<file path="src/hdl/can_pm_pkg.sv">
// can_pm_pkg: constants and types for the power-mode block
// assumes: single 20 MHz clock domain, no register bus
package can_pm_pkg;

    // timing
    localparam int unsigned CLK_HZ         = 20000000;
    localparam int unsigned RECESSIVE_JOIN = 11;    // bits before joining
    localparam int unsigned BUSOFF_GROUPS  = 128;   // recovery groups
    localparam int unsigned BUSOFF_GROUP   = 11;    // bits per group
    localparam int unsigned SEG1_MIN       = 4;
    localparam int unsigned SEG1_MAX       = 16;
    localparam int unsigned SEG2_MIN       = 2;
    localparam int unsigned SEG2_MAX       = 8;
    localparam int unsigned SJW_MIN        = 1;
    localparam int unsigned SJW_MAX        = 4;
    localparam int unsigned FILTER_LEN     = 8;     // glitch filter clocks

    // field widths
    localparam int unsigned SEG1_W  = 4;
    localparam int unsigned SEG2_W  = 3;
    localparam int unsigned SJW_W   = 2;
    localparam int unsigned PRESC_W = 6;

    // line levels
    localparam logic RECESSIVE = 1'b1;

    // mode of the controller
    typedef enum logic [2:0] {
        MODE_NORMAL,
        MODE_SLEEP_PEND,
        MODE_SLEEP,
        MODE_SYNC,
        MODE_SOFT_RESET,
        MODE_POWER_DOWN
    } mode_e;

    // bit timing, fields minus one: prescale in clock enables, others in quanta
    typedef struct packed {
        logic [PRESC_W-1:0] prescale;
        logic [SEG1_W-1:0]  first_segment_length;
        logic [SEG2_W-1:0]  second_segment_length;
        logic [SJW_W-1:0]   jump_width;
    } bit_timing_s;

    // control bits from software
    typedef struct packed {
        logic sleep_request;
        logic soft_reset_bit;
        logic wait_stop_bit;
        logic wakeup_filter_bit;
        logic wakeup_irq_enable;
        logic timer_pulse_enable;
        logic protocol_clock_select;
    } control_s;

    // protocol engine activity
    typedef struct packed {
        logic transmitting;
        logic tx_pending;
        logic receiving;
        logic frame_valid;
        logic bus_off;
        logic tx_bit;
    } engine_s;

endpackage : can_pm_pkg

</file>
<file path="src/hdl/can_quanta_gen.sv">
// can_quanta_gen: divides a protocol clock enable into quanta and bit phases
// assumes: clock enables arrive as one-cycle pulses on the system clock
`timescale 1ns/1ps
`default_nettype none

module can_quanta_gen
    import can_pm_pkg::*;
#(
    parameter int unsigned PW = PRESC_W
)
(
    // clock and reset
    input  wire logic                   clock,
    input  wire logic                   rst_n,
    // control
    input  wire logic                   run,
    input  wire logic                   src_en,
    input  wire can_pm_pkg::bit_timing_s timing,
    input  wire logic                   resync,
    // outputs
    output logic                        tq_en,
    output logic                        bit_en,
    output logic                        sample_en
);
    import can_pm_pkg::*;

    initial
    begin
        if (PW != PRESC_W) $error("bad prescaler width");
    end

    // ------------------------------------------------------------
    // prescaler and segment counters
    // ------------------------------------------------------------
    logic [PW-1:0]     presc_q;   // prescaler count
    logic [SEG1_W+1:0] tq_q;      // quantum index within bit
    logic [SEG1_W+1:0] bit_len;   // quanta per bit minus one
    logic [SEG1_W+1:0] sample_at; // quantum where sample is taken

    // total = 1 + (seg1+1) + (seg2+1), minus one
    assign bit_len   = (SEG1_W+2)'(timing.first_segment_length)
                     + (SEG1_W+2)'(timing.second_segment_length) + (SEG1_W+2)'(2);
    assign sample_at = (SEG1_W+2)'(timing.first_segment_length) + (SEG1_W+2)'(1);

    // prescaler makes the quantum enable
    always_ff @(posedge clock or negedge rst_n)
    begin
        if (!rst_n)
        begin
            presc_q <= '0;
            tq_en   <= 1'b0;
        end
        else if (!run)
        begin
            presc_q <= '0;
            tq_en   <= 1'b0;
        end
        else if (src_en)
        begin
            tq_en   <= (presc_q == timing.prescale);
            presc_q <= (presc_q == timing.prescale) ? '0 : presc_q + 1'b1;
        end
        else
        begin
            tq_en <= 1'b0;
        end
    end

    // sync, first and second segment counting
    always_ff @(posedge clock or negedge rst_n)
    begin
        if (!rst_n)
        begin
            tq_q      <= '0;
            bit_en    <= 1'b0;
            sample_en <= 1'b0;
        end
        else if (!run)
        begin
            tq_q      <= '0;
            bit_en    <= 1'b0;
            sample_en <= 1'b0;
        end
        else if (tq_en)
        begin
            // hard resync on edge restarts at sync segment
            if (resync || tq_q >= bit_len)
            begin
                tq_q <= '0;
            end
            else
            begin
                tq_q <= tq_q + 1'b1;
            end
            bit_en    <= (tq_q >= bit_len);
            sample_en <= (tq_q == sample_at);
        end
        else
        begin
            bit_en    <= 1'b0;
            sample_en <= 1'b0;
        end
    end

endmodule : can_quanta_gen

`default_nettype wire

</file>
<file path="src/hdl/can_power_mode_bit_timing.sv">
// can_power_mode_bit_timing: low-power modes, wakeup, timer pulse and bit timing
// assumes: engine reports activity; clocks are enables on one clock
// Operation
// - transmitting: finish all scheduled messages, then sleep
// - receiving: finish current frame, then sleep
// - idle: enter sleep at once
// - sleep acknowledge held while asleep
// - sleep stops protocol clocks, freezes bus-off count
// - sleep: transmit recessive, no receive buffer copy
// - sleep: transmit buffers usable, aborts deferred
// - wake on bus activity, request clear, reset
// - request clear ignored until acknowledge set
// - after wakeup wait eleven recessive bits
// - wakeup runs deferred copy, abort, transmit
// - soft reset halts traffic immediately
// - power-down in stop, or wait with bit
// - power-down aborts, recessive, blocks registers
// - filter bit low-passes receive line asleep
// - one-bit pulse after every valid frame
// - pulse reaches timer only when enabled
// - clock select: crystal or bus clock
// - prescaler makes time quanta
// - sync one, seg1 4-16, seg2 2-8
// - jump width one to four quanta
// - wakeup interrupt needs acknowledge and enable
`timescale 1ns/1ps
`default_nettype none

module can_power_mode_bit_timing
    import can_pm_pkg::*;
#(
    parameter int unsigned FILT = FILTER_LEN
)
(
    // clock and reset
    input  wire logic                    clock,
    input  wire logic                    rst_n,
    // protocol clock sources, one-cycle enables
    input  wire logic                    crystal_clock,
    input  wire logic                    system_bus_clock,
    // cpu state
    input  wire logic                    cpu_stop,
    input  wire logic                    cpu_wait,
    // software control and configuration
    input  wire can_pm_pkg::control_s    ctrl,
    input  wire can_pm_pkg::bit_timing_s timing,
    input  wire logic                    sleep_request_clear,
    input  wire logic                    abort_request,
    // protocol engine
    input  wire can_pm_pkg::engine_s     engine,
    input  wire logic                    rx_full_pending,
    // line
    input  wire logic                    receive_line_in,
    output logic                         transmit_line_out,
    // status
    output logic                         sleep_request,
    output logic                         sleep_acknowledge,
    output logic                         soft_reset_active,
    output logic                         power_down,
    output logic                         register_access_ok,
    output logic                         engine_run,
    output logic                         bus_joined,
    output logic                         busoff_count_en,
    output logic                         rx_copy_en,
    output logic                         abort_en,
    output logic                         wakeup_irq,
    output logic                         timer_capture,
    // timing
    output logic                         quantum_tick,
    output logic                         bit_tick,
    output logic                         sample_tick,
    output logic [SJW_W:0]               jump_quanta
);
    import can_pm_pkg::*;

    initial
    begin
        if (FILT < 2 || FILT > 255) $error("filter length out of range");
    end

    // ------------------------------------------------------------
    // mode state
    // ------------------------------------------------------------
    mode_e       mode_q;        // current mode
    mode_e       mode_d;
    logic        slpreq_q;      // held sleep request bit
    logic [3:0]  rec_cnt_q;     // consecutive recessive bits after wake
    logic [7:0]  filt_cnt_q;    // glitch filter count
    logic        wake_evt;      // filtered bus activity
    logic        pd_cond;       // power-down condition
    logic        proto_en;      // selected protocol clock enable
    logic        run;           // protocol clocks running
    logic        tq_en;
    logic        bit_en;
    logic        sample_en;
    logic        rx_prev_q;     // previous line for edge detection
    logic        pulse_q;       // valid-frame pulse, one bit long
    logic        pulse_arm_q;   // pulse waiting for bit boundary

    // power-down when stopped, or waiting with wait-stop set
    assign pd_cond = cpu_stop || (cpu_wait && ctrl.wait_stop_bit);

    // clock source select
    assign proto_en = ctrl.protocol_clock_select ? system_bus_clock : crystal_clock;

    // next mode gates clocks, so nothing ticks once asleep
    assign run = (mode_d == MODE_NORMAL) || (mode_d == MODE_SLEEP_PEND)
              || (mode_d == MODE_SYNC);

    // bus activity is a dominant level, optionally filtered
    assign wake_evt = ctrl.wakeup_filter_bit
                    ? (filt_cnt_q == 8'(FILT - 1))
                    : (receive_line_in != RECESSIVE);

    // ------------------------------------------------------------
    // quanta and bit timing
    // ------------------------------------------------------------
    can_quanta_gen #(
        .PW (PRESC_W)
    ) u_quanta (
        .clock     (clock),
        .rst_n     (rst_n),
        .run       (run),
        .src_en    (proto_en),
        .timing    (timing),
        .resync    (1'b0),
        .tq_en     (tq_en),
        .bit_en    (bit_en),
        .sample_en (sample_en)
    );

    // ------------------------------------------------------------
    // sleep request bit
    // ------------------------------------------------------------
    // set by software; cleared by request clear or bus wakeup while asleep, or in soft reset
    always_ff @(posedge clock or negedge rst_n)
    begin
        if (!rst_n)
        begin
            slpreq_q <= 1'b0;
        end
        else if (mode_q == MODE_POWER_DOWN)
        begin
            slpreq_q <= slpreq_q;              // register access blocked
        end
        else if (ctrl.sleep_request)
        begin
            slpreq_q <= 1'b1;
        end
        else if ((sleep_request_clear && mode_q == MODE_SLEEP) || mode_q == MODE_SOFT_RESET)
        begin
            slpreq_q <= 1'b0;
        end
        else if (mode_q == MODE_SLEEP && wake_evt)
        begin
            slpreq_q <= 1'b0;                  // bus wakeup drops request
        end
    end

    // ------------------------------------------------------------
    // mode transitions
    // ------------------------------------------------------------
    always_comb
    begin
        mode_d = mode_q;
        unique case (mode_q)
            MODE_NORMAL:
            begin
                if (slpreq_q)
                begin
                    mode_d = MODE_SLEEP_PEND;
                end
            end
            MODE_SLEEP_PEND:
            begin
                // wait out transmit queue and current frame
                if (!engine.transmitting && !engine.tx_pending && !engine.receiving)
                begin
                    mode_d = MODE_SLEEP;
                end
            end
            MODE_SLEEP:
            begin
                // two wake sources here: bus activity or request clear; soft reset overrides below
                if (wake_evt || (sleep_request_clear && !ctrl.sleep_request))
                begin
                    mode_d = MODE_SYNC;
                end
            end
            MODE_SYNC:
            begin
                // eleven recessive bits before joining
                if (bit_en && sample_en == 1'b0
                    && rec_cnt_q == 4'(RECESSIVE_JOIN - 1)
                    && receive_line_in == RECESSIVE)
                begin
                    mode_d = MODE_NORMAL;
                end
            end
            MODE_SOFT_RESET:
            begin
                if (!ctrl.soft_reset_bit)
                begin
                    mode_d = MODE_SYNC;
                end
            end
            MODE_POWER_DOWN:
            begin
                if (!pd_cond)
                begin
                    mode_d = slpreq_q ? MODE_SLEEP : MODE_SYNC;
                end
            end
        endcase
        // soft reset halts at once, overrides sleep
        if (ctrl.soft_reset_bit && mode_q != MODE_POWER_DOWN)
        begin
            mode_d = MODE_SOFT_RESET;
        end
        // power-down overrides everything
        if (pd_cond)
        begin
            mode_d = MODE_POWER_DOWN;
        end
    end

    // mode register
    always_ff @(posedge clock or negedge rst_n)
    begin
        if (!rst_n)
        begin
            mode_q <= MODE_SOFT_RESET;
        end
        else
        begin
            mode_q <= mode_d;
        end
    end

    // ------------------------------------------------------------
    // recessive-bit counter and glitch filter
    // ------------------------------------------------------------
    // counts consecutive recessive bits while synchronising
    always_ff @(posedge clock or negedge rst_n)
    begin
        if (!rst_n)
        begin
            rec_cnt_q <= '0;
        end
        else if (mode_q != MODE_SYNC)
        begin
            rec_cnt_q <= '0;
        end
        else if (bit_en)
        begin
            rec_cnt_q <= (receive_line_in == RECESSIVE) ? rec_cnt_q + 4'h1 : 4'h0;
        end
    end

    // dominant level must persist to count as activity
    always_ff @(posedge clock or negedge rst_n)
    begin
        if (!rst_n)
        begin
            filt_cnt_q <= '0;
        end
        else if (mode_q != MODE_SLEEP || receive_line_in == RECESSIVE)
        begin
            filt_cnt_q <= '0;
        end
        else if (filt_cnt_q != 8'(FILT - 1))
        begin
            filt_cnt_q <= filt_cnt_q + 8'h01;
        end
    end

    // ------------------------------------------------------------
    // valid-frame timer pulse
    // ------------------------------------------------------------
    // arm on valid frame, hold high for one full bit
    always_ff @(posedge clock or negedge rst_n)
    begin
        if (!rst_n)
        begin
            pulse_arm_q <= 1'b0;
            pulse_q     <= 1'b0;
        end
        else if (!run)
        begin
            pulse_arm_q <= 1'b0;
            pulse_q     <= 1'b0;
        end
        else
        begin
            if (engine.frame_valid)
            begin
                pulse_arm_q <= 1'b1;
            end
            else if (bit_en)
            begin
                pulse_arm_q <= 1'b0;
            end
            if (bit_en)
            begin
                pulse_q <= pulse_arm_q;
            end
        end
    end

    // ------------------------------------------------------------
    // registered outputs
    // ------------------------------------------------------------
    // line and status outputs
    always_ff @(posedge clock or negedge rst_n)
    begin
        if (!rst_n)
        begin
            transmit_line_out  <= RECESSIVE;
            sleep_request      <= 1'b0;
            sleep_acknowledge  <= 1'b0;
            soft_reset_active  <= 1'b1;
            power_down         <= 1'b0;
            register_access_ok <= 1'b1;
            engine_run         <= 1'b0;
            bus_joined         <= 1'b0;
        end
        else
        begin
            // recessive unless actively on the bus
            transmit_line_out  <= (mode_d == MODE_NORMAL || mode_d == MODE_SLEEP_PEND)
                                  ? engine.tx_bit : RECESSIVE;
            sleep_request      <= slpreq_q;
            sleep_acknowledge  <= (mode_d == MODE_SLEEP);
            soft_reset_active  <= (mode_d == MODE_SOFT_RESET);
            power_down         <= (mode_d == MODE_POWER_DOWN);
            register_access_ok <= (mode_d != MODE_POWER_DOWN);
            engine_run         <= (mode_d == MODE_NORMAL || mode_d == MODE_SLEEP_PEND);
            bus_joined         <= (mode_d == MODE_NORMAL || mode_d == MODE_SLEEP_PEND);
        end
    end

    // deferred work, wakeup irq, timer link
    always_ff @(posedge clock or negedge rst_n)
    begin
        if (!rst_n)
        begin
            busoff_count_en <= 1'b0;
            rx_copy_en      <= 1'b0;
            abort_en        <= 1'b0;
            wakeup_irq      <= 1'b0;
            timer_capture   <= 1'b0;
        end
        else
        begin
            // bus-off count freezes asleep, resumes after
            busoff_count_en <= engine.bus_off && run && bit_en;
            // buffer copy and aborts wait for wake
            rx_copy_en      <= run;
            abort_en        <= run && abort_request;
            // wakeup irq only when acknowledged and enabled
            wakeup_irq      <= sleep_acknowledge && ctrl.wakeup_irq_enable
                               && mode_q == MODE_SLEEP && wake_evt;
            // gate pulse onto timer capture input
            timer_capture   <= pulse_q && ctrl.timer_pulse_enable;
        end
    end

    // timing ticks and jump width in quanta
    always_ff @(posedge clock or negedge rst_n)
    begin
        if (!rst_n)
        begin
            quantum_tick <= 1'b0;
            bit_tick     <= 1'b0;
            sample_tick  <= 1'b0;
            jump_quanta  <= '0;
        end
        else
        begin
            quantum_tick <= tq_en;
            bit_tick     <= bit_en;
            sample_tick  <= sample_en;
            jump_quanta  <= {1'b0, timing.jump_width} + (SJW_W+1)'(1);
        end
    end

endmodule : can_power_mode_bit_timing

`default_nettype wire

</file>
<file path="config.mk">
export PLATFORM = sky130hd
export DESIGN_NAME = can_power_mode_bit_timing
export DESIGN_NICKNAME = d
export VERILOG_FILES = /design/src/hdl/can_pm_pkg.sv /design/src/hdl/can_quanta_gen.sv /design/src/hdl/can_power_mode_bit_timing.sv
export SDC_FILE = /design/constraint.sdc
export NUM_CORES = 1
export LEC_CHECK = 0
export ABC_AREA = 1
export BUFFER_PORTS_ARGS = -buffer_cell sky130_fd_sc_hd__buf_2
export CORE_MARGIN = 5
export CORE_UTILIZATION = 40
export DETAILED_ROUTE_END_ITERATION = 7
export GPL_ROUTABILITY_DRIVEN = 0
export PLACE_DENSITY = 0.67
export SETUP_SLACK_MARGIN = 0.5
export SYNTH_ARGS = -nofsm -noshare
export SYNTH_HDL_FRONTEND = slang
export SYNTH_HIERARCHICAL = 1
export SYNTH_SLANG_ARGS = --single-unit
</file>
<file path="constraint.sdc">
create_clock -name clock -period 7.08 [get_ports clock]
set_clock_uncertainty 0.2 [all_clocks]
set_input_delay 0.708 -clock clock [delete_from_list [all_inputs] [get_ports clock]]
set_output_delay 0.708 -clock clock [all_outputs]
set_load 0.02 [all_outputs]
</file>
# ---- Yosys cells after proc, flatten, opt, wreduce, memory -nomap -nowiden
# Cells that the tools add are included.
# Widths: inputs -> output; s select.
dict set report word_totals {
  regBits 51
  inputBits 38
  output_inout_bits 19
  word_cells 132
}
dict set report op_classes {
  addsub 8
  order_cmp 1
  n_eq_ne 23
  n_mux 37
  bitwise 3
  n_reduce_logical 33
}
# cell count
set ops {}
lappend ops {{$mux 6} 6}
lappend ops {{$mux 3} 7}
lappend ops {{$mux 1} 18}
lappend ops {{$pmux 3 s6} 1}
lappend ops {{$logic_and 1x1->1} 17}
lappend ops {{$mux 8} 2}
lappend ops {{$add 6x1->6 const B} 2}
lappend ops {{$eq 3x2->1 const B} 4}
lappend ops {{$eq 3x3->1 const B} 4}
lappend ops {{$eq 6x6->1} 2}
lappend ops {{$mux 4} 3}
lappend ops {{$ne 3x2->1 const B} 3}
lappend ops {{$add 8x1->8 const B} 1}
lappend ops {{$eq 8x3->1 const B} 1}
lappend ops {{$ne 8x3->1 const B} 1}
lappend ops {{$add 6x2->6 const B} 1}
lappend ops {{$eq 3x1->1 const B} 2}
lappend ops {{$ge 6x6->1} 1}
lappend ops {{$logic_not 3->1} 2}
lappend ops {{$logic_or 1x1->1} 6}
lappend ops {{$ne 3x3->1 const B} 2}
lappend ops {{$add 4x1->5 const B} 1}
lappend ops {{$add 4x3->5} 1}
lappend ops {{$add 4x1->4 const B} 1}
lappend ops {{9 further kinds} 16}

# ---- Depth between registers and ports, before layout
# Gate-level depths: netlist (run 1).
dict set report logic_depth {
  word_depth 13
  ltp_mapped 20
  depth_no_buf 19
}

# ---- Modules after synthesis
# The synthesis (run 1) kept the hierarchy.
# mod instances cells_each area_each_um2 seq_area_each_um2
set by_module_without_submodules {}
lappend by_module_without_submodules {can_power_mode_bit_timing 1 179 1621.6 905.9}
lappend by_module_without_submodules {can_quanta_gen 1 169 1266.2 375.4}

# ---- Worst setup path after synthesis (run 1)
# OpenSTA, ideal clock, no wires.
dict set report synth_timing {
  kind {input -> register}
  from {in timing[3] (netlist name)}
  to {reg u_quanta.tq_q[0]}
  setup_time_ns 0.065
  t_arrival_ns 2.564
  required_ns 6.815
  path_slack_ns 4.251
  path_stages 14
  n_path_buf 0
  cell_sequence {inv_1 -> ha_1 -> inv_1 -> ha_1 -> fa_1 -> xnor2_1 -> ha_1 -> nand2_1 -> nand2_1 -> a21oi_2 -> nand2_1 -> nor2_2 -> nand3_1 -> nand2_1}
}
dict set report synth_between {
  elab_chain_len 6
}
# element line
set synth_rtl {}
lappend synth_rtl {{start: declaration} can_power_mode_bit_timing.sv:46} ;# input wire can_pm_pkg::bit_timing_s timing,
lappend synth_rtl {{$add 4x3->5} can_quanta_gen.sv:42} ;# + (SEG1_W+2)'(timing.second_segment_length) + (SEG1_W+2)'(2);
lappend synth_rtl {{$add 6x2->6} can_quanta_gen.sv:42}
lappend synth_rtl {{$ge 6x6->1} can_quanta_gen.sv:87} ;# if (resync || tq_q >= bit_len)
lappend synth_rtl {{$mux 6} can_quanta_gen.sv:87}
lappend synth_rtl {{$mux 6} can_quanta_gen.sv:84} ;# else if (tq_en)
lappend synth_rtl {{$mux 6} can_quanta_gen.sv:78} ;# else if (!run)
lappend synth_rtl {{end signal: assignment} can_quanta_gen.sv:93} ;# tq_q <= tq_q + 1'b1;
lappend synth_rtl {{end: declaration} can_quanta_gen.sv:36} ;# logic [SEG1_W+1:0] tq_q;
# No other way between the ends. The select of a mux whose other input is x is not followed.
# A chain may end at the register's enable or synchronous reset.

# ---- Worst setup path in the final report (run 1)
dict set report layout_timing {
  from {in timing[6] (netlist name)}
  to {reg u_quanta.tq_q[4]}
}
# The elaborated chain is that of the path after synthesis.

==> results of run 1 <==
## power breakdown
part | switching, mW | leakage (nW) | total [mW] | internal, mW
clock | 0.0945 | 0.0514 | 0.200 | 0.106
sequential | 0.0104 | 0.675 | 0.318 | 0.308
combinational | 0.0804 | 1.10 | 0.126 | 0.0451
## layout by cell type (no fill, tap or decap), types with 2 or more instances in the layout
cell       n
nand2_1   83
buf_2     55
inv_1     49
dfrtp_1   47
nor2_1    31
nand3_1   25
ha_1      18
a21oi_1   11
o21ai_0   11
xor2_1     9
nor2_2     6
nand4_1    6
xnor2_1    6
nand2_2    5
nor2_4     5
clkbuf_8   5
inv_2      4
nor3_1     4
dfstp_2    4
a21oi_2    3
nand3_2    2
nor3b_1    2
conb_1     2
## sequential cells by signal, indices dropped and copies added, names as in the netlist, 3 cells and up
| signal | cells |
|---|---|
| filt_cnt_q | 8 |
| u_quanta/presc_q | 6 |
| u_quanta/tq_q | 6 |
| rec_cnt_q | 4 |
| jump_quanta | 3 |
| mode_q | 3 |
## area by class of cell
cell class | instances | area (um2)
Clock buffer | 6 | 72.6
Clock inverter | 2 | 37.5
Fill cell | 729 | 3750
Inverter | 54 | 205
Multi-Input combinational cell | 241 | 1380
Sequential cell | 51 | 1280
Tap cell | 99 | 124
Timing Repair Buffer | 56 | 283
## metal layers
metal  wire, um  track usage, %  up-vias
met5          0               0        -
met4         44            3.25        0
met3        265            3.03        7
met2       2670            22.3       43
li1           -               -     1216
met1       2300            14.8     1056
## Yosys cell counts, types with 3 or more instances
| cell type | number |
|---|---|
| nand3_1 | 25 |
| dfstp_2 | 4 |
| xnor2_1 | 6 |
| nand2_1 | 83 |
| nor2_4 | 5 |
| nand4_1 | 6 |
| o21ai_0 | 11 |
| nand2_2 | 5 |
| a21oi_2 | 3 |
| ha_1 | 18 |
| nor2_1 | 31 |
| nor2_2 | 6 |
| xor2_1 | 9 |
| inv_2 | 4 |
| inv_1 | 49 |
| dfrtp_1 | 47 |
| nor3_1 | 4 |
| a21oi_1 | 11 |
## stage by stage
stage | hold slack, ns | cell area [um2] | instances | power [mW]
5_1_grt | 0.224 | 3380 | 509 | 0.683
3_5_place_dp | 0.197 | 3270 | 501 | 0.452
3_3_place_gp | 0.189 | 3270 | 501 | 0.449
6_report | 0.215 | 3380 | 509 | 0.644
2_1_floorplan | 0.154 | 2890 | 349 | 0.412
4_1_cts | 0.206 | 3380 | 509 | 0.655
## worst min path at each step
stage / start / end / slack (ns) / cells after the start
2_1_floorplan: u_quanta/sample_en / sample_tick / 0.15 / 0
3_3_place_gp: slpreq_q / sleep_request / 0.19 / 0
3_5_place_dp: u_quanta/sample_en / sample_tick / 0.20 / 0
4_1_cts: u_quanta/sample_en / sample_tick / 0.21 / 0
5_1_grt: u_quanta/sample_en / sample_tick / 0.22 / 0
6_report: u_quanta/sample_en / sample_tick / 0.21 / 0
## worst register-to-register path: cells and delay by family (launching register included)
kind / cells / cell delay (ns)
flops: 1 / 0.39
compound gates: 1 / 0.19
simple gates: 11 / 1.14
fa+ha+maj: 1 / 0.22
buf+inv: 2 / 0.41
## cells by family (layout without fill, tap and decap cells)
logic type,after synthesis,count (layout),share of synthesized area [%]
AOI/OAI and AO/OA,30,30,5.98
xor gates and xnor gates,15,15,4.55
adders and majority gates,19,19,8.49
buffers and inverters,57,118,8.02
DFF,51,51,44.4
muxes,2,2,0.737
other,1,2,0.130
and+or+nand+nor,173,173,27.7
==> results_dict.tcl, run 1 <==
set metrics [dict create \
    antenna_found_initial 0 \
    crit_chain "buf_2 -> inv_1 -> ha_1 -> inv_1 -> ha_1 -> fa_1 -> xnor2_1 -> ha_1 -> nand2_1 -> nand2_1 -> a21oi_2 -> nand2_1 -> nor2_2 -> nand3_1 -> nand2_1" \
    groute.usage.overall_pct 12.4 \
    crit_end "u_quanta/tq_q[4]" \
    cp_top_family "adder cells" \
    ys_types 36 \
    p_leak_nw 1.83 \
    yosysTopAreaCell "dfrtp_1" \
    drc 0 \
    dp_slack_ns 3.96 \
    hold_path.class "reg -> reg" \
    cp_max_fo 3 \
    rows 31 \
    fmax_mhz 358 \
    initialDrtViolationCount 46 \
    start_util_pct 40.5 \
    required_ns 7.12 \
    synth_edf_count 0 \
    dieHeight_um 95.0 \
    ys.flop_type "dfrtp_1" \
    period_needed_ns 2.79 \
    area_delta_synth_final_pct 17.1 \
    wl_per_cell_um 10.4 \
    r2r_setup_slack_ns 4.43 \
    reg2reg_to "u_quanta/sample_en" \
    yosysTopAreaCellShare_pct 40.7 \
    vias_per_cell 4.56 \
    final.period_utilization_pct 39.4 \
    grt_max_degree 52 \
    cts_tree "done" \
    status "completed" \
    clkTransAtPathRegs_ns 0.10 \
    vias 2322 \
    dp_hpwl_mm 4.07 \
    end_kind "flip-flop" \
    cts_buffers 5 \
    diodes 0 \
    grt-ovfl-total 0 \
    slew_viol_final 0 \
    cp_num_cells 15 \
    cts.sinks 51 \
    postSynthAreaPerCell_um2 8.30 \
    cap_viol_max_count 0 \
    drt_wl_total_mm 5.28 \
    cp_common_cell "nand2_1" \
    final_antenna_net_count 0 \
    cpMaxStageDelayCell "fa_1" \
    synth.area.top_cells "dfrtp_1, nand2_1, ha_1, inv_1, nand3_1" \
    syn_inst 348 \
    die_w_um 95.0 \
    cts.hold.buffers_added 0 \
    irDropWorstVdd_uv 114 \
    post-cts-setup-buffers 0 \
    crit_type "in -> reg" \
    cp-startpoint "timing[6]" \
    synthArstFlopShare_pct 100 \
    drive_above_1_share_pct 23.2 \
    critPathArrivalTime_ns 2.83 \
    start_kind "input port" \
    r2r_start "filt_cnt_q[0]" \
    worst_slack_ns 4.29 \
    setup_viol 0 \
    yosysWarnings 6 \
    rsz0062_at_grt "no" \
    netlist_area_um2 2890 \
    ys_seq_area_share_pct 44.4 \
    powerDensity_nw_per_um2 190 \
    grt_pass1_vias 2221 \
    clock_latency_ns 0.30 \
    grt_pass1_wl_mm 9.12 \
    worstMarginPinSlew_ns 0.621 \
    die_area_um2 9020 \
    nets 466 \
    drt_first_pass_iters 4 \
    cts_resized 0 \
    relSlewSlack_pct 58.6 \
    hold_viol_final 0 \
    io_pins 57 \
    ys_ff_latch 51 \
    crit_buf_inv 3 \
    htreeDepth 2 \
    cts_buffer_depth 2 \
    fin_util_pct 47.4 \
    core_area_um2 7140 \
    tns_ns 0 \
    numPortBuffers 55 \
    cts-root-buf "clkbuf_8" \
    slowest_delay_ns 0.39 \
    r2r_cells 15 \
]
Note: power is estimated with default switching activity, not from simulation.
==> run 2: changes to the inputs <==
==> constraint.sdc (replaced) <==
create_clock -name clock -period 2.6 [get_ports clock]
set_clock_uncertainty 0.2 [all_clocks]
set_input_delay 0.26 -clock clock [delete_from_list [all_inputs] [get_ports clock]]
set_output_delay 0.26 -clock clock [all_outputs]
set_load 0.02 [all_outputs]
==> run 2 against run 1 <==
Clock-buffer cell count did not move. First-iteration DRC count up 89%. Hold slack got worse by 0.19 ns. Highest routed layer unchanged. Largest cell class unchanged. Core utilization increased by 6.8 points. Worst setup slack got worse by 3.9 ns.
==> results_dict.tcl, run 2 (synthesis results as in run 1) <==
set metrics [dict create \
    status "completed" \
    groute.usage.overall_pct 14.2 \
    largest_register_ffs 8 \
    die_area_um2 9020 \
    fin_util_pct 54.2 \
    fmax_mhz 445 \
    htreeDepth 2 \
    powerDensity_nw_per_um2 496 \
    setup_viol 0 \
    dieHeight_um 95.0 \
    drc 0 \
    initialDrtViolationCount 87 \
    rows 31 \
    fill_cells 682 \
    cap_viol_max_count 0 \
    rsz0062_at_grt "yes" \
    hold_viol_final 0 \
    r2r_start "mode_q[2]" \
    numPortBuffers 55 \
    start_util_pct 40.5 \
    holdPathEnd "power_down" \
    period_needed_ns 2.25 \
    power_mw 1.92 \
    crit_type "reg -> reg" \
    slew_viol_final 0 \
    cts_buffers 5 \
    holdPathStages 3 \
    final_antenna_net_count 0 \
    diodes 0 \
    cp_max_fo 5 \
    largest_registers "filt_cnt_q x8, u_quanta/presc_q x6, u_quanta/tq_q x6" \
    end_kind "flip-flop" \
    layout_commonest_cell "nand2_1" \
    r2r_setup_slack_ns 0.35 \
    drt_wl_total_mm 6.32 \
    core_area_um2 7140 \
    drive_above_1_share_pct 33.1 \
    top_register "filt_cnt_q" \
    dp_hpwl_mm 4.38 \
    clkTransAtPathRegs_ns 0.09 \
    cts-root-buf "clkbuf_8" \
    r2r_cells 15 \
    irDropWorstVdd_uv 265 \
    antenna_found_initial 0 \
    hold_path.class "in -> reg" \
    start_kind "flip-flop" \
    nets 503 \
    die_w_um 95.0 \
    clock_latency_ns 0.30 \
    critPathArrivalTime_ns 2.29 \
    drt_first_pass_iters 4 \
    required_ns 2.64 \
    layout_common_cells "nand2_1, buf_2, dfrtp_1" \
    final.period_utilization_pct 86.5 \
    grt_pass1_vias 2477 \
    wl_per_cell_um 11.6 \
    cts_buffer_depth 2 \
    cts.sinks 51 \
    vias_per_cell 4.69 \
    p_leak_nw 2.02 \
    area_delta_synth_final_pct 33.8 \
    vias 2561 \
    cts_tree "done" \
    grt_pass1_wl_mm 10.2 \
    grt_max_degree 29 \
    min-delay-start "cpu_stop" \
    hold_ws_ns 0.0255 \
    io_pins 57 \
    reg2reg_to "u_quanta/tq_q[5]" \
    grt-ovfl-total 0 \
]
==> run 2: cell count changes in the layout (fill, tap and decap cells not counted), sizes merged <==
cell,previous run,this run
buf,56,82
dlygate4sd3,0,11
==> run 2: timing repair <==
action,in CTS,in global routing
gates resized for setup,21,9
gates cloned,0,0
endpoints found under the hold margin,60,0
pin swaps,26,16
endpoints found under the setup margin,15,18
setup buffers,19,5
hold buffers,11,0
==> run 2: metal layers <==
metal | track usage (%) | routed length [um] | part of all wire [%]
met2 | 26.3 | 3330 | 53
met5 | 0 | 0 | 0
met4 | 4.93 | 122 | 1.9
met3 | 3.27 | 316 | 5.0
met1 | 15.8 | 2540 | 40
==> run 2: power by group <==
part / internal [mW] / switching [mW] / leakage, nW
Clock: 0.287 / 0.253 / 0.0514
Sequential: 0.839 / 0.0327 / 0.673
Combinational: 0.222 / 0.284 / 1.29
==> run 2: final cells by class <==
class,count,area (um2),area share (%)
multi-input combinational,241,1510,39.2
tap,99,124,3.20
inverter,54,225,5.83
clock inverter,2,37.5,0.971
sequential,51,1280,33.2
timing repair buffer,93,608,15.7
clock buffer,6,72.6,1.88
==> run 2: worst max-delay path by stage <==
stage | start | endpoint | cells past startpoint
CTS | timing[3] | u_quanta/tq_q[1] | 15
finish | mode_q[2] | u_quanta/tq_q[5] | 15
global placement | timing[6] | u_quanta/tq_q[4] | 15
floorplan | timing[3] | u_quanta/tq_q[2] | 12
global route | mode_q[2] | u_quanta/presc_q[5] | 15
detailed placement | timing[6] | u_quanta/tq_q[1] | 15
==> run 2: metrics by stage <==
step | worst slack [ns] | area, um2 | setup TNS [ns] | std cells
finish | 0.351 | 3860 | 0 | 546
global route | 0.228 | 3860 | 0 | 546
CTS | 0.414 | 3790 | 0 | 541
detailed placement | -0.0332 | 3350 | -0.123 | 503
global placement | 0.0148 | 3350 | 0 | 503
floorplan | 0.334 | 2950 | 0 | 349
==> run 2: critical path, cell delays in order (launching register included) <==
cell and delay, ns:
dfstp_2 0.59, inv_4 0.08, nor2_4 0.15, nand2_4 0.08, a21oi_4 0.20, nand2_2 0.09
inv_2 0.08, nand2_2 0.07, nand2_4 0.08, inv_4 0.05, inv_6 0.06, nor2_4 0.04
nor2_4 0.13, nand3_2 0.07, nand2_1 0.08, a21boi_2 0.14
==> run 3: changes to the inputs <==
--- a/config.mk
+++ b/config.mk
@@ -11,6 +11,7 @@
 export CORE_UTILIZATION = 40
 export DETAILED_ROUTE_END_ITERATION = 7
 export GPL_ROUTABILITY_DRIVEN = 0
+export GPL_TIMING_DRIVEN = 0
 export PLACE_DENSITY = 0.67
 export SETUP_SLACK_MARGIN = 0.5
 export SYNTH_ARGS = -nofsm -noshare
==> run 3 against run 2 <==
The run now ends with hold timing left. Wire length down 0.36%. First-iteration DRC count is 2.3% higher. Combinational power is 0.8% lower. Clock-buffer cell count shrank 1. Worst setup slack worse by 0.046 ns. Register-to-register slack got worse by 0.05 ns. Via count fell by 1.3%. Design area grew 1.7%. Fmax fell by 2.0%. Hold slack worse by 0.070 ns. Die area unchanged. Final cell count is 0.18% lower. Critical path type unchanged. Largest cell class unchanged.
==> results_dict.tcl, run 3 (synthesis results as in run 1) <==
set metrics [dict create \
    clkTransAtPathRegs_ns 0.10 \
    multi_input_area_um2 1560 \
    final.period_utilization_pct 88.3 \
    layoutNonFillerInstCount 545 \
    irDropWorstVdd_uv 289 \
    core_area_um2 7140 \
    grtUsageMet1_pct 15.9 \
    start_util_pct 40.5 \
    required_ns 2.63 \
    grt-ovfl-total 0 \
    diodes 0 \
    antenna_found_initial 0 \
    grt.busiest_layer "met2" \
    cts.sinks 51 \
    hold_viol_final 41 \
    grt_max_degree 52 \
    clock_latency_ns 0.30 \
    powerDensity_nw_per_um2 515 \
    groute.usage.overall_pct 14.6 \
    cts_tree "done" \
    fill_cells 673 \
    worst_slack_ns 0.305 \
    p_leak_nw 2.03 \
    worstMarginPinSlew_ns 1.12 \
    nets 502 \
    rows 31 \
    top_register "filt_cnt_q" \
    die_w_um 95.0 \
    drt_wl_total_mm 6.29 \
    critPathArrivalTime_ns 2.33 \
    hold_path.class "in -> async" \
    grtUsageMet3_pct 2.87 \
    period_needed_ns 2.29 \
    layout_commonest_cell "nand2_1" \
    fmax_mhz 436 \
    setup_viol 0 \
    drive_above_1_share_pct 35.9 \
    dieHeight_um 95.0 \
    final-seq-area_um2 1280 \
    start_kind "flip-flop" \
    vias 2528 \
    place_inst 503 \
    io_pins 57 \
    grt_pass1_vias 2538 \
    grt_pass1_wl_mm 10.6 \
    slew_viol_final 0 \
    largest_registers "filt_cnt_q x8, u_quanta/presc_q x6, u_quanta/tq_q x6" \
    vias_per_cell 4.64 \
    cpMaxStageDelayCell "dfstp_2" \
    dp_slack_ns -0.0794 \
    power_mw 2.02 \
    end_kind "flip-flop" \
    cts_buffer_depth 2 \
    drc 0 \
    hold_ws_ns -0.0443 \
    drt_first_pass_iters 4 \
    rsz0062_at_grt "yes" \
    largest_register_ffs 8 \
    cts-root-buf "clkbuf_8" \
    area_delta_synth_final_pct 36.2 \
    cts_buffers 5 \
    layout_common_cells "nand2_1, buf_2, dfrtp_1" \
    failed_checks "hold timing" \
    htreeDepth 2 \
    initialDrtViolationCount 89 \
    crit_chain "inv_4 -> nor2_4 -> nand2_2 -> a21oi_4 -> nand2_1 -> inv_2 -> nand2_2 -> nand2_4 -> inv_4 -> buf_6 -> inv_6 -> nor2_4 -> nor2_4 -> nand2_2 -> xor2_2 -> a21oi_2" \
    numPortBuffers 55 \
    wl_per_cell_um 11.5 \
    cp_max_fo 5 \
    dp_hpwl_mm 4.29 \
    crit_type "reg -> reg" \
    status "finished with violations" \
    die_area_um2 9020 \
    slowest_delay_ns 0.59 \
    cap_viol_max_count 0 \
    relSlewSlack_pct 25.5 \
    met2_usage_pct 28.8 \
    final_antenna_net_count 0 \
]
## run 3: cell type report
class / count / area share (%)
buffer: 3 / 0.668
clock buffer: 5 / 1.75
clock inverter: 3 / 1.72
sequential: 51 / 32.6
tap: 99 / 3.15
multi-input combinational: 241 / 39.6
inverter: 54 / 5.73
timing repair buffer: 89 / 14.7
## run 3: per-stage QoR
stage	cell area [um2]	utilization, %	setup TNS [ns]
after floorplan	2950	-	0
after global placement	3350	47.0	-0.101
after detailed placement	3350	47.0	-0.228
after CTS	3790	53.1	0
after global routing	3930	55.1	0
final	3930	55.1	0
## run 3: where the power goes
group | total (mW) | internal (mW) | switching (mW)
clock | 0.648 | 0.384 | 0.264
combinational | 0.502 | 0.224 | 0.278
sequential | 0.875 | 0.840 | 0.0351
## run 3: worst paths after layout
kind	from	endpoint	slack, ns	depth (start not counted)
setup reg to reg	mode_q[2]	u_quanta/presc_q[5]	0.31	16
hold / removal	rst_n	filt_cnt_q[7]	-0.04	1
setup / recovery	mode_q[2]	u_quanta/presc_q[5]	0.31	16
min in group clock	cpu_stop	power_down	0.02	3
max in group asynchronous	rst_n	mode_q[1]	1.49	1
hold reg to reg	slpreq_q	sleep_request	0.22	0
## run 3: critical path, delay by kind of cell, from the launching register on
family                    cells  cell delay [ns]
buffers and inverters         5             0.34
DFF                           1             0.59
xor gates and xnor gates      1             0.14
and+or+nand+nor               8             0.67
AOI/OAI and AO/OA             2             0.27
## run 3: routing by layer
layer,vias up,share of wire (%)
li1,1288,-
met1,1178,40
met2,57,54
met3,5,5.0
met4,0,0.83
met5,-,0
## run 3: timing repair
action,in CTS,in global routing
resized for setup,20,21
setup endpoints to repair,14,15
endpoints found under the hold margin,13,0
setup buffers,17,7
pin swaps,25,15
hold buffers,10,0
